===== config.mk =====
export PLATFORM = sky130hd
export DESIGN_NAME = converter_strap_override_regs
export DESIGN_NICKNAME = d
export VERILOG_FILES = /design/src/verilog/converter_strap_override_pkg.sv /design/src/verilog/converter_strap_override_regs.sv
export VERILOG_INCLUDE_DIRS = /design/src /design/src/verilog
export SDC_FILE = /design/constraint.sdc
export NUM_CORES = 1
export LEC_CHECK = 0
export BUFFER_PORTS_ARGS = -buffer_cell sky130_fd_sc_hd__buf_2
export CORE_ASPECT_RATIO = 0.8
export CORE_MARGIN = 2
export CORE_UTILIZATION = 40
export DETAILED_ROUTE_END_ITERATION = 10
export GPL_ROUTABILITY_DRIVEN = 0
export PLACE_DENSITY = 0.68
export RECOVER_POWER = 25
export SYNTH_ARGS = -nofsm -noshare
export SYNTH_HDL_FRONTEND = slang
export SYNTH_SLANG_ARGS = --single-unit

===== constraint.sdc =====
create_clock -name core_clk -period 1.36 [get_ports core_clk]
set_input_delay 0.136 -clock core_clk [delete_from_list [all_inputs] [get_ports core_clk]]
set_output_delay 0.136 -clock core_clk [all_outputs]
set_load 0.02 [all_outputs]

===== src/verilog/converter_strap_override_defines.svh =====
// Purpose: offsets, field positions, reset values and timing for the strap override registers
// Assumes: 10 MHz core clock
// Notes: included by the package and the register module
`ifndef CONVERTER_STRAP_OVERRIDE_DEFINES_SVH
`define CONVERTER_STRAP_OVERRIDE_DEFINES_SVH

// ----------------------------------------
// register offsets (command codes)
// ----------------------------------------
`define OFF_DELAY_CONFIG 8'hD1
`define OFF_STRAP_OVERRIDE 8'hD2
`define OFF_LOOP_FREQUENCY 8'hD3

// ----------------------------------------
// field positions
// ----------------------------------------
`define DLY_CODE_MSB 2
`define DLY_CODE_LSB 0
`define BIT_EXT_REF 7
`define BIT_EXT_RAMP 6
`define BIT_SKIP_FORCE 4
`define SS_TIME_MSB 3
`define SS_TIME_LSB 2
`define BIT_UV_LATCH 1
`define BIT_CCM 0
`define BIT_RAMP_INJ 7
`define RSCALE_MSB 5
`define RSCALE_LSB 4
`define FREQ_MSB 2
`define FREQ_LSB 0

// ----------------------------------------
// reset values
// ----------------------------------------
`define DLY_CODE_RESET 3'h2
`define SKIP_FORCE_RESET 1'b1
`define FREQ_RESET 3'h3

// ----------------------------------------
// timing
// ----------------------------------------
`define CLK_MHZ 10
`define DLY_BASE_US 256
`define SS_BASE_US 1000
`define CYC_W 20
`define KHZ_W 11
`define STRAP_SETTLE 2'h2

`endif


===== src/verilog/converter_strap_override_pkg.sv =====
// Purpose: types for the strap override register block
// Assumes: defines header present
// Notes: state of the register module is one packed struct
package converter_strap_override_pkg;
`include "converter_strap_override_defines.svh"

  typedef struct packed {
    logic [8:0] strapMeta;
    logic [8:0] strapSync;
    logic [1:0] settleCnt;
    logic strapLoaded;
    logic [2:0] powerOnDelayCode;
    logic externalReferenceSelect;
    logic externalRampSelect;
    logic softstartSkipForce;
    logic [1:0] softstartTimeCode;
    logic undervoltageLatchSelect;
    logic conductionModeSelect;
    logic rampInjectionEnable;
    logic [1:0] rampResistorScale;
    logic [2:0] switchingFrequencyCode;
    logic [7:0] rdData;
    logic [`CYC_W-1:0] delayCycles;
    logic [`CYC_W-1:0] ssCycles;
    logic [`KHZ_W-1:0] freqKhz;
    logic skipNow;
  } regs_state_t;

endpackage : converter_strap_override_pkg


===== src/verilog/converter_strap_override_regs.sv =====
// Purpose: strap-loaded configuration registers of a buck converter controller
// Assumes: command codes arrive from a management bus decoder on core_clk
// Notes: strap pins are static after power-up and are double synchronised;
//   a strap load wins over a host write in the same cycle, once per reset;
//   decoded counts and kHz lag their field by one clock
`timescale 1ns/1ps
`include "converter_strap_override_defines.svh"

// Contract
// - the power-on delay code decodes as doubling steps from 256 us to 32.768 ms.
// - the power-on delay code sits in bits 2:0 of the delay register, writable, reset 010b.
// - strap-derived fields load from the sampled straps, read back, and stay writable.
// - host overrides of strap fields last only until the next power-on reset.
// - bit 7 of the strap register selects internal (0) or external tracking reference (1).
// - bit 6 of the strap register selects internal ramp (0) or external sequencing (1).
// - bits 3:2 select a soft-start time of 1, 2, 4 or 8 ms.
// - bit 1 selects hiccup (0) or latch-off (1) after undervoltage and is driven out.
// - bit 0 selects skip mode (0) or forced continuous conduction (1); with bit 4 set, skip mode holds during soft start.
// - bit 7 of the loop register enables ramp injection, strap-loaded and writable.
// - bits 5:4 of the loop register scale the ramp resistor by 1/2, 1, 2 or 3.
// - bits 2:0 of the loop register select the switching frequency, reset 011b.
module converter_strap_override_regs #(
  parameter int DELAY_BASE_CYCLES = `DLY_BASE_US * `CLK_MHZ,
  parameter int SOFTSTART_BASE_CYCLES = `SS_BASE_US * `CLK_MHZ
) (
  // clock and power-on reset
  input wire logic core_clk,
  input wire logic rst,
  // command-code register port
  input wire logic [7:0] regAddr,
  input wire logic regWrEn,
  input wire logic [7:0] regWrData,
  input wire logic regRdEn,
  output logic [7:0] regRdData,
  // pin straps, asynchronous to core_clk
  input wire logic strapExtRef,
  input wire logic strapExtRamp,
  input wire logic [1:0] strapSoftstartTime,
  input wire logic strapUvLatch,
  input wire logic strapCcm,
  input wire logic strapRampInj,
  input wire logic [1:0] strapRampScale,
  // soft-start status, same clock domain
  input wire logic softstartActive,
  // field outputs and decoded settings
  output logic strapLoaded,
  output logic [2:0] power_on_delay_code,
  output logic [`CYC_W-1:0] powerOnDelayCycles,
  output logic external_reference_select,
  output logic external_ramp_select,
  output logic [`CYC_W-1:0] softstartCycles,
  output logic undervoltage_latch_select,
  output logic forced_continuous_conduction,
  output logic ramp_injection_enable,
  output logic [1:0] ramp_resistor_scale,
  output logic [2:0] switching_frequency_code,
  output logic [`KHZ_W-1:0] switchingFrequencyKhz
);
  import converter_strap_override_pkg::*;

  regs_state_t state_ff;
  regs_state_t nxt_state;

  // ----------------------------------------
  // helpers
  // ----------------------------------------
  // base count doubled per code step; the base is cut to the counter width on purpose
  function automatic logic [`CYC_W-1:0] doubling(input int base, input logic [2:0] code);
    doubling = `CYC_W'(base) << code;
  endfunction : doubling

  // frequency code to kHz
  function automatic logic [`KHZ_W-1:0] freq_khz(input logic [2:0] code);
    case (code)
      3'h0: freq_khz = 11'h13B; // 315 kHz
      3'h1: freq_khz = 11'h1A9; // 425 kHz
      3'h2: freq_khz = 11'h226; // 550 kHz
      3'h3: freq_khz = 11'h28A; // 650 kHz
      3'h4: freq_khz = 11'h339; // 825 kHz
      3'h5: freq_khz = 11'h384; // 900 kHz
      3'h6: freq_khz = 11'h401; // 1025 kHz
      default: freq_khz = 11'h465; // 1125 kHz
    endcase
  endfunction : freq_khz

  // ----------------------------------------
  // next state
  // ----------------------------------------
  // strap sampling, host writes, readback and decoding
  always_comb begin
    nxt_state = state_ff;

    // ----------------------------------------
    // strap synchroniser
    // ----------------------------------------
    // two flops per strap pin; only the second stage feeds the load below
    nxt_state.strapMeta = {strapExtRef,
                           strapExtRamp,
                           strapSoftstartTime,
                           strapUvLatch,
                           strapCcm,
                           strapRampInj,
                           strapRampScale};
    nxt_state.strapSync = state_ff.strapMeta;

    // ----------------------------------------
    // host writes
    // ----------------------------------------
    // masked per field so reserved bits stay zero
    if (regWrEn) begin
      if (regAddr == `OFF_DELAY_CONFIG) begin
        nxt_state.powerOnDelayCode = regWrData[`DLY_CODE_MSB:`DLY_CODE_LSB];
      end else if (regAddr == `OFF_STRAP_OVERRIDE) begin
        nxt_state.externalReferenceSelect = regWrData[`BIT_EXT_REF];
        nxt_state.externalRampSelect = regWrData[`BIT_EXT_RAMP];
        nxt_state.softstartSkipForce = regWrData[`BIT_SKIP_FORCE];
        nxt_state.softstartTimeCode = regWrData[`SS_TIME_MSB:`SS_TIME_LSB];
        nxt_state.undervoltageLatchSelect = regWrData[`BIT_UV_LATCH];
        nxt_state.conductionModeSelect = regWrData[`BIT_CCM];
      end else if (regAddr == `OFF_LOOP_FREQUENCY) begin
        nxt_state.rampInjectionEnable = regWrData[`BIT_RAMP_INJ];
        nxt_state.rampResistorScale = regWrData[`RSCALE_MSB:`RSCALE_LSB];
        nxt_state.switchingFrequencyCode = regWrData[`FREQ_MSB:`FREQ_LSB];
      end
    end

    // ----------------------------------------
    // one-time strap load
    // ----------------------------------------
    // waits for the synchroniser to fill; wins over a host write in the same cycle
    if (!state_ff.strapLoaded) begin
      if (state_ff.settleCnt == `STRAP_SETTLE) begin
        {nxt_state.externalReferenceSelect,
         nxt_state.externalRampSelect,
         nxt_state.softstartTimeCode,
         nxt_state.undervoltageLatchSelect,
         nxt_state.conductionModeSelect,
         nxt_state.rampInjectionEnable,
         nxt_state.rampResistorScale} = state_ff.strapSync;
        nxt_state.strapLoaded = 1'b1;
      end else begin
        nxt_state.settleCnt = state_ff.settleCnt + 2'h1;
      end
    end

    // ----------------------------------------
    // readback
    // ----------------------------------------
    // one-cycle read word; reserved bits and unmapped codes read zero
    nxt_state.rdData = 8'h00;
    if (regRdEn) begin
      if (regAddr == `OFF_DELAY_CONFIG) begin
        nxt_state.rdData[`DLY_CODE_MSB:`DLY_CODE_LSB] = state_ff.powerOnDelayCode;
      end else if (regAddr == `OFF_STRAP_OVERRIDE) begin
        nxt_state.rdData[`BIT_EXT_REF] = state_ff.externalReferenceSelect;
        nxt_state.rdData[`BIT_EXT_RAMP] = state_ff.externalRampSelect;
        nxt_state.rdData[`BIT_SKIP_FORCE] = state_ff.softstartSkipForce;
        nxt_state.rdData[`SS_TIME_MSB:`SS_TIME_LSB] = state_ff.softstartTimeCode;
        nxt_state.rdData[`BIT_UV_LATCH] = state_ff.undervoltageLatchSelect;
        nxt_state.rdData[`BIT_CCM] = state_ff.conductionModeSelect;
      end else if (regAddr == `OFF_LOOP_FREQUENCY) begin
        nxt_state.rdData[`BIT_RAMP_INJ] = state_ff.rampInjectionEnable;
        nxt_state.rdData[`RSCALE_MSB:`RSCALE_LSB] = state_ff.rampResistorScale;
        nxt_state.rdData[`FREQ_MSB:`FREQ_LSB] = state_ff.switchingFrequencyCode;
      end
    end

    // ----------------------------------------
    // decoded settings
    // ----------------------------------------
    // counts and kHz follow the fields one clock later
    nxt_state.delayCycles = doubling(DELAY_BASE_CYCLES, state_ff.powerOnDelayCode);
    nxt_state.ssCycles = doubling(SOFTSTART_BASE_CYCLES,
                                  {1'b0, state_ff.softstartTimeCode});
    nxt_state.freqKhz = freq_khz(state_ff.switchingFrequencyCode);
    // skip while forced during soft start, else as the conduction mode bit says
    nxt_state.skipNow = (state_ff.softstartSkipForce && softstartActive) ||
                        !state_ff.conductionModeSelect;
  end

  // ----------------------------------------
  // state register
  // ----------------------------------------
  // power-on reset clears every override; the straps reload once it is released
  always_ff @(posedge core_clk) begin
    if (rst) begin
      state_ff <= '0;
      state_ff.powerOnDelayCode <= `DLY_CODE_RESET;
      state_ff.softstartSkipForce <= `SKIP_FORCE_RESET;
      state_ff.switchingFrequencyCode <= `FREQ_RESET;
      state_ff.skipNow <= 1'b1;
    end else begin
      state_ff <= nxt_state;
    end
  end

  // ----------------------------------------
  // outputs
  // ----------------------------------------
  // register port and strap status
  assign regRdData = state_ff.rdData;
  assign strapLoaded = state_ff.strapLoaded;

  // delay register
  assign power_on_delay_code = state_ff.powerOnDelayCode;
  assign powerOnDelayCycles = state_ff.delayCycles;

  // strap override register; conduction mode leaves through the skip gate
  assign external_reference_select = state_ff.externalReferenceSelect;
  assign external_ramp_select = state_ff.externalRampSelect;
  assign softstartCycles = state_ff.ssCycles;
  assign undervoltage_latch_select = state_ff.undervoltageLatchSelect;
  assign forced_continuous_conduction = !state_ff.skipNow;

  // loop and frequency register
  assign ramp_injection_enable = state_ff.rampInjectionEnable;
  assign ramp_resistor_scale = state_ff.rampResistorScale;
  assign switching_frequency_code = state_ff.switchingFrequencyCode;
  assign switchingFrequencyKhz = state_ff.freqKhz;

endmodule : converter_strap_override_regs


==> key figures, run 1 <==
Outcome
  • Status: complete, no violations

STA
  • Fin. Hold Viols: 0
  • Final period util: between 90% and 100%
  • RSZ-0062 raised after global routing: no
  • Clk_skew: 4.53 ps
  • Final min period: approximately 1300 ps
  • Fmax: between 0.7 and 0.8 GHz
  • Hold slack final: 12.8 ps
  • Final setup violating endpoints: 0
  • Final Max Tran Viols: 0
  • Final TNS setup: 0 ps
  • Final setup margin: a little over 100 ps

Worst setup path
  • Arrival time worst endpoint: 1120 ps
  • Critical Path Max Stage Delay: 540 ps
  • CP Launch Type: flop
  • CP Max Fanout: 10
  • Critical Path Stages: 1
  • WP buf/inv: 1
  • Crit-path slowest cell: dfxtp_1
  • Critical path type: reg2out
  • Reg2reg path depth: 6
  • Cell family with most CP delay: flip-flops
  • Critical path, cell by cell: buf_2
  • Endpoint type of the worst setup path: output port
  • Critical Path RT: 1220 ps

Global routing
  • Number of global-route vias before repair: 2,018
  • GRT Resource Usage Total: 14.3%
  • Largest net degree at the start of global routing: 50
  • First-pass GRT wire length: 9870 um
  • GRT Residual Overflow: 0
  • Initial antenna violation count: 0

Die
  • Placeable Area: slightly below 8000 um2
  • Die height: roughly 84 um
  • Total Die Area: 8720 um2
  • Starting Density: 40.7%
  • Die width: 104 um
  • Row cnt: 29
  • IO Count: 103

Synth
  • Mapped Area: 3190 um2
  • Post-synth ARST share: 0%
  • Register area share after synthesis: 47.6%
  • Cells after Synth: 338
  • Synth cell types: 39
  • Mean area per synthesized cell: between 9 and 10 um2
  • Synth Warn #: 0
  • Main synth FF type: dfxtp_1
  • Number of flops mapped to enable cells by yosys: 0
  • Count of state elements after synthesis: 76

Final layout
  • N_diodes: 0
  • Synth-to-Final Area Change: 12.1%
  • Leading cell type in the layout, fill and taps excluded: buf_2
  • Final instance area: 3580 um2
  • Filler cells: 805
  • Nets: 415
  • Fraction of layout cells with a size suffix above 1: between 30% and 40%
  • Most frequent cells in the layout: buf_2, dfxtp_1, nor2b_1

Placement
  • Final HPWL DP: between 4000 and 5000 um
  • Placement-stage cell area: 3320 um2
  • Port bufs: 85
  • Pre-CTS setup slack: 5.99 ps

Power
  • Reg power frac: 48.6%
  • Internal power: about 0.0037 W
  • Leakage: roughly 1.6 nW
  • Clock share of power: 32.5%
  • Peak supply drop: about 750 uV
  • Switching pwr: 0.00152 W
  • PD cells: 1460 nW/um2
  • Post-layout power: 0.00524 W
  • Switching share of power: between 20% and 30%
  • Power share of the combinational group: 18.9%

CTS
  • CTS tree: done
  • Clock latency on the worst-skew pair: 340 ps
  • CTS buffer count: 9
  • Clock sink count: 76
  • Clk root buf: clkbuf_8
  • H-tree depth: 3
  • Clock transition at path regs: approximately 70 ps
  • Post CTS Setup Buffer Count: 0
  • Clock Tree Buf Depth: 2

Run
  • # Max-Cap Violations: 0

Drt
  • Routed vias: 2,279
  • Pre-antenna DRT Iters: 4
  • Final ANT Viol Nets: 0
  • WL final: ~6000 um
  • Remaining DRCs: 0
  • Wire per inst: 12.5 um
  • Vias per inst: roughly 4.6
  • First DRT Iteration DRCs: ~170

Worst hold path
  • Hold depth: 3
  • Worst Hold Class: in2reg
## stage by stage
stage,util (%),cells
after floorplan,-,354
after global placement,42.4,470
after detailed placement,42.4,470
after CTS,45.7,492
after global routing,45.7,492
final,45.7,492
## cells in the mapped netlist (all sizes together) (6+ instances only)
| cell type | number | area share, % |
|---|---|---|
| buf | 79 | 18 |
| dfxtp | 76 | 48 |
| nor2b | 23 | 4.5 |
| nor2 | 20 | 2.4 |
| a31oi | 14 | 2.7 |
| o21ai | 14 | 2.2 |
| nand4 | 12 | 2.4 |
| nor3 | 12 | 1.9 |
| o31ai | 12 | 2.8 |
| clkbuf | 11 | 1.3 |
| inv | 8 | 0.94 |
| nand2 | 8 | 0.94 |
| ha | 6 | 2.4 |
## registers in the layout (all words and copies together), names as in the netlist
signal / count
external_ramp_select: 1
external_reference_select: 1
nxt_state: 9
powerOnDelayCycles: 10
power_on_delay_code: 3
ramp_injection_enable: 1
ramp_resistor_scale: 2
regRdData: 8
softstartCycles: 9
state_ff: 16
strapLoaded: 1
switchingFrequencyKhz: 11
switching_frequency_code: 3
undervoltage_latch_select: 1
## power by group through the flow
stage,clock network [W],logic [W],registers (W)
3_3_place_gp,0,0.000969,0.00259
3_5_place_dp,0,0.000990,0.00260
6_report,0.00170,0.000991,0.00255
4_1_cts,0.00175,0.00100,0.00255
2_1_floorplan,0,0.000764,0.00263
5_1_grt,0.00185,0.00108,0.00257
## area by class of cell
cell class              count  area [um2]  share of cell area [%]
well taps                 108         135                    3.77
inverters                   8        30.0                   0.839
repair buffers            104         603                    16.8
multi-input cells         180        1090                    30.3
flip-flops and latches     76        1520                    42.5
clock buffers              11         141                    3.95
clock inverters             5        61.3                    1.71
## repair_timing
item | in CTS | in global routing
endpoints found under the hold margin | 6 | 0
setup endpoints to repair | 0 | 1
gates resized for setup | 0 | 1
hold buffers | 6 | 0
## cells by family (layout without fill, tap and decap cells)
kind of cell,Yosys count,in the layout,synth area share (%)
flip-flops,76,76,47.6
XOR/XNOR,2,2,0.549
multiplexers,5,5,1.68
adder cells (fa/ha/maj),6,6,2.35
AND/OR/NAND/NOR,95,95,16.5
AO/OA/AOI/OAI,55,55,10.9
buffers and inverters,98,128,20.2
other,1,17,0.117
## path summary, 6_finish.rpt
kind / endpoint / from / slack, ps
worst max-delay path: switching_frequency_code[0] / switching_frequency_code[0] / 100
worst max register to register: external_ramp_select / state_ff[77] / 150
worst min register to register: state_ff[0] / state_ff[66] / 440
worst min-delay path: state_ff[0] / softstartActive / 10
## routing by layer
metal | track usage, % | up-vias | part of all wire, %
li1 | - | 1156 | -
met1 | 19.4 | 1027 | 48
met2 | 19.8 | 90 | 43
met3 | 6.32 | 6 | 7.9
met4 | 5.41 | 0 | 1.1
met5 | 0 | - | 0
Power figures use the tool's default switching activity.
==> run 2: changes to the inputs <==
==> constraint.sdc (replaced) <==
create_clock -name core_clk -period 1.36 [get_ports core_clk]
set_input_delay 0.272 -clock core_clk [delete_from_list [all_inputs] [get_ports core_clk]]
set_output_delay 0.272 -clock core_clk [all_outputs]
set_load 0.02 [all_outputs]
==> run 2 against run 1 <==
Effect of this change:
- combinational power fell by 0.4%
- fmax is 2.9% lower
- power grew 1.2%
- cell area shrank 0.49%
- routed wire length is 1.3% higher
- largest cell class unchanged
- highest routed layer unchanged
==> key figures, run 2 (synthesis gave the netlist of run 1 again) <==
Worst hold path
  • Hold depth: 2
  • Worst Hold Class: in2reg
  • Hold Startpoint: strapExtRef

Final layout
  • N_diodes: 0
  • Largest register FFs: 16
  • Nets: 415
  • Largest Register: state_ff
  • Final Util: 45.5%
  • Fraction of layout cells with a size suffix above 1: a little under a third
  • Synth-to-Final Area Change: 11.6%
  • Most frequent cells in the layout: buf_2, dfxtp_1, nor2b_1
  • Leading cell type in the layout, fill and taps excluded: buf_2

CTS
  • H-tree depth: 3
  • Clock latency on the worst-skew pair: 340 ps
  • CTS tree: done
  • Clock Tree Buf Depth: 2
  • Clock sink count: 76
  • Post CTS Setup Buffer Count: 0
  • Clk root buf: clkbuf_8
  • Clock transition at path regs: roughly 70 ps
  • CTS buffer count: 9
  • CTS Hold Bufs: 0

Power
  • PD cells: approximately 1500 nW/um2
  • Switching share of power: 27.9%
  • Peak supply drop: 745 uV
  • Switching pwr: 0.00148 W
  • Reg power frac: 48.1%
  • Leakage: roughly 1.6 nW
  • Internal power: approximately 0.0038 W
  • Power share of the combinational group: a little under a fifth
  • Clock share of power: 33.3%

STA
  • Final TNS setup: 0 ps
  • Fin. Hold Viols: 0
  • Clk_skew: 8.75 ps
  • Final setup violating endpoints: 0
  • Final Max Tran Viols: 0
  • Final period util: 95.2%
  • RSZ-0062 raised after global routing: no
  • Final min period: roughly 1300 ps
  • Fmax: 0.772 GHz

Worst setup path
  • Reg2reg path depth: 6
  • Endpoint type of the worst setup path: output port
  • Worst Setup SP: switching_frequency_code[2]
  • CP Max Fanout: 6
  • Critical path, cell by cell: buf_2
  • Crit-path slowest cell: dfxtp_1
  • RR Startpoint: state_ff[77]
  • Critical Path Max Stage Delay: 460 ps
  • WP buf/inv: 1
  • Critical path type: reg2out
  • CP Launch Type: flop
  • Critical Path RT: about 1100 ps
  • Critical Path Stages: 1
  • Arrival time worst endpoint: 1020 ps
  • Cell family with most CP delay: flip-flops

Global routing
  • Largest net degree at the start of global routing: 39
  • First-pass GRT wire length: ~10000 um
  • GR met2 Demand/Resource: 21.2%
  • Number of global-route vias before repair: 2,000
  • GRT Residual Overflow: 0
  • Most Crowded Layer GR: met2
  • GRT Resource Usage Total: 14.7%
  • Met3 usage: 6.79%
  • GR Util met1: 19.8%
  • Initial antenna violation count: 0

Outcome
  • Status: complete, no violations

Die
  • Row cnt: 29
  • Die height: 83.9 um
  • IO Count: between 100 and 150
  • Starting Density: approximately two fifths
  • Placeable Area: 7840 um2
  • Die width: 104 um
  • Total Die Area: 8720 um2

Run
  • # Max-Cap Violations: 0

Drt
  • Pre-antenna DRT Iters: 4
  • Final ANT Viol Nets: 0
  • First DRT Iteration DRCs: approximately 190
  • WL final: 6210 um
  • Routed vias: 2,275
  • Remaining DRCs: 0
  • Vias per inst: between 4 and 5
  • Wire per inst: 12.7 um

Placement
  • Port bufs: 85
  • Final HPWL DP: 4510 um
-- run 2: final timing paths --
check	to	slack, ps
setup / recovery	switching_frequency_code[2]	70
hold / removal	nxt_state[87]	140
setup reg to reg	state_ff[66]	120
hold reg to reg	state_ff[0]	440
-- run 2: power groups by stage --
stage / logic (W) / registers, W / clock network [W]
6_report: 0.000987 / 0.00255 / 0.00176
5_1_grt: 0.00108 / 0.00257 / 0.00192
4_1_cts: 0.000998 / 0.00254 / 0.00181
3_5_place_dp: 0.000994 / 0.00260 / 0
3_3_place_gp: 0.000977 / 0.00259 / 0
2_1_floorplan: 0.000764 / 0.00263 / 0
-- run 2: layer usage --
layer | vias up | share of wire [%]
met5 | - | 0
met4 | 0 | 0.95
met3 | 7 | 9.8
met2 | 108 | 43
met1 | 1014 | 47
li1 | 1146 | -
-- run 2: timing repair --
action,in CTS,in global routing
endpoints found under the setup margin,1,1
endpoints found under the hold margin,0,0
resized for setup,1,1
pin swaps,0,0
-- run 2: through the flow --
stage	setup WS (ps)	hold slack (ps)	instance area (um2)	total power [W]	std cells
detailed placement	-102	422	3370	0.00359	476
global route	3.12	111	3560	0.00557	490
floorplan	21.4	393	3250	0.00339	354
finish	65.1	135	3560	0.00530	490
global placement	-87.5	423	3370	0.00357	476
CTS	29.9	117	3570	0.00536	490
-- run 2: layout make-up --
type	instances	area [um2]
inverters	8	30.0
repair buffers	104	584
multi-input cells	180	1090
well taps	108	135
clock buffers	9	124
clock inverters	5	78.8
fillers	772	4280
flip-flops and latches	76	1520
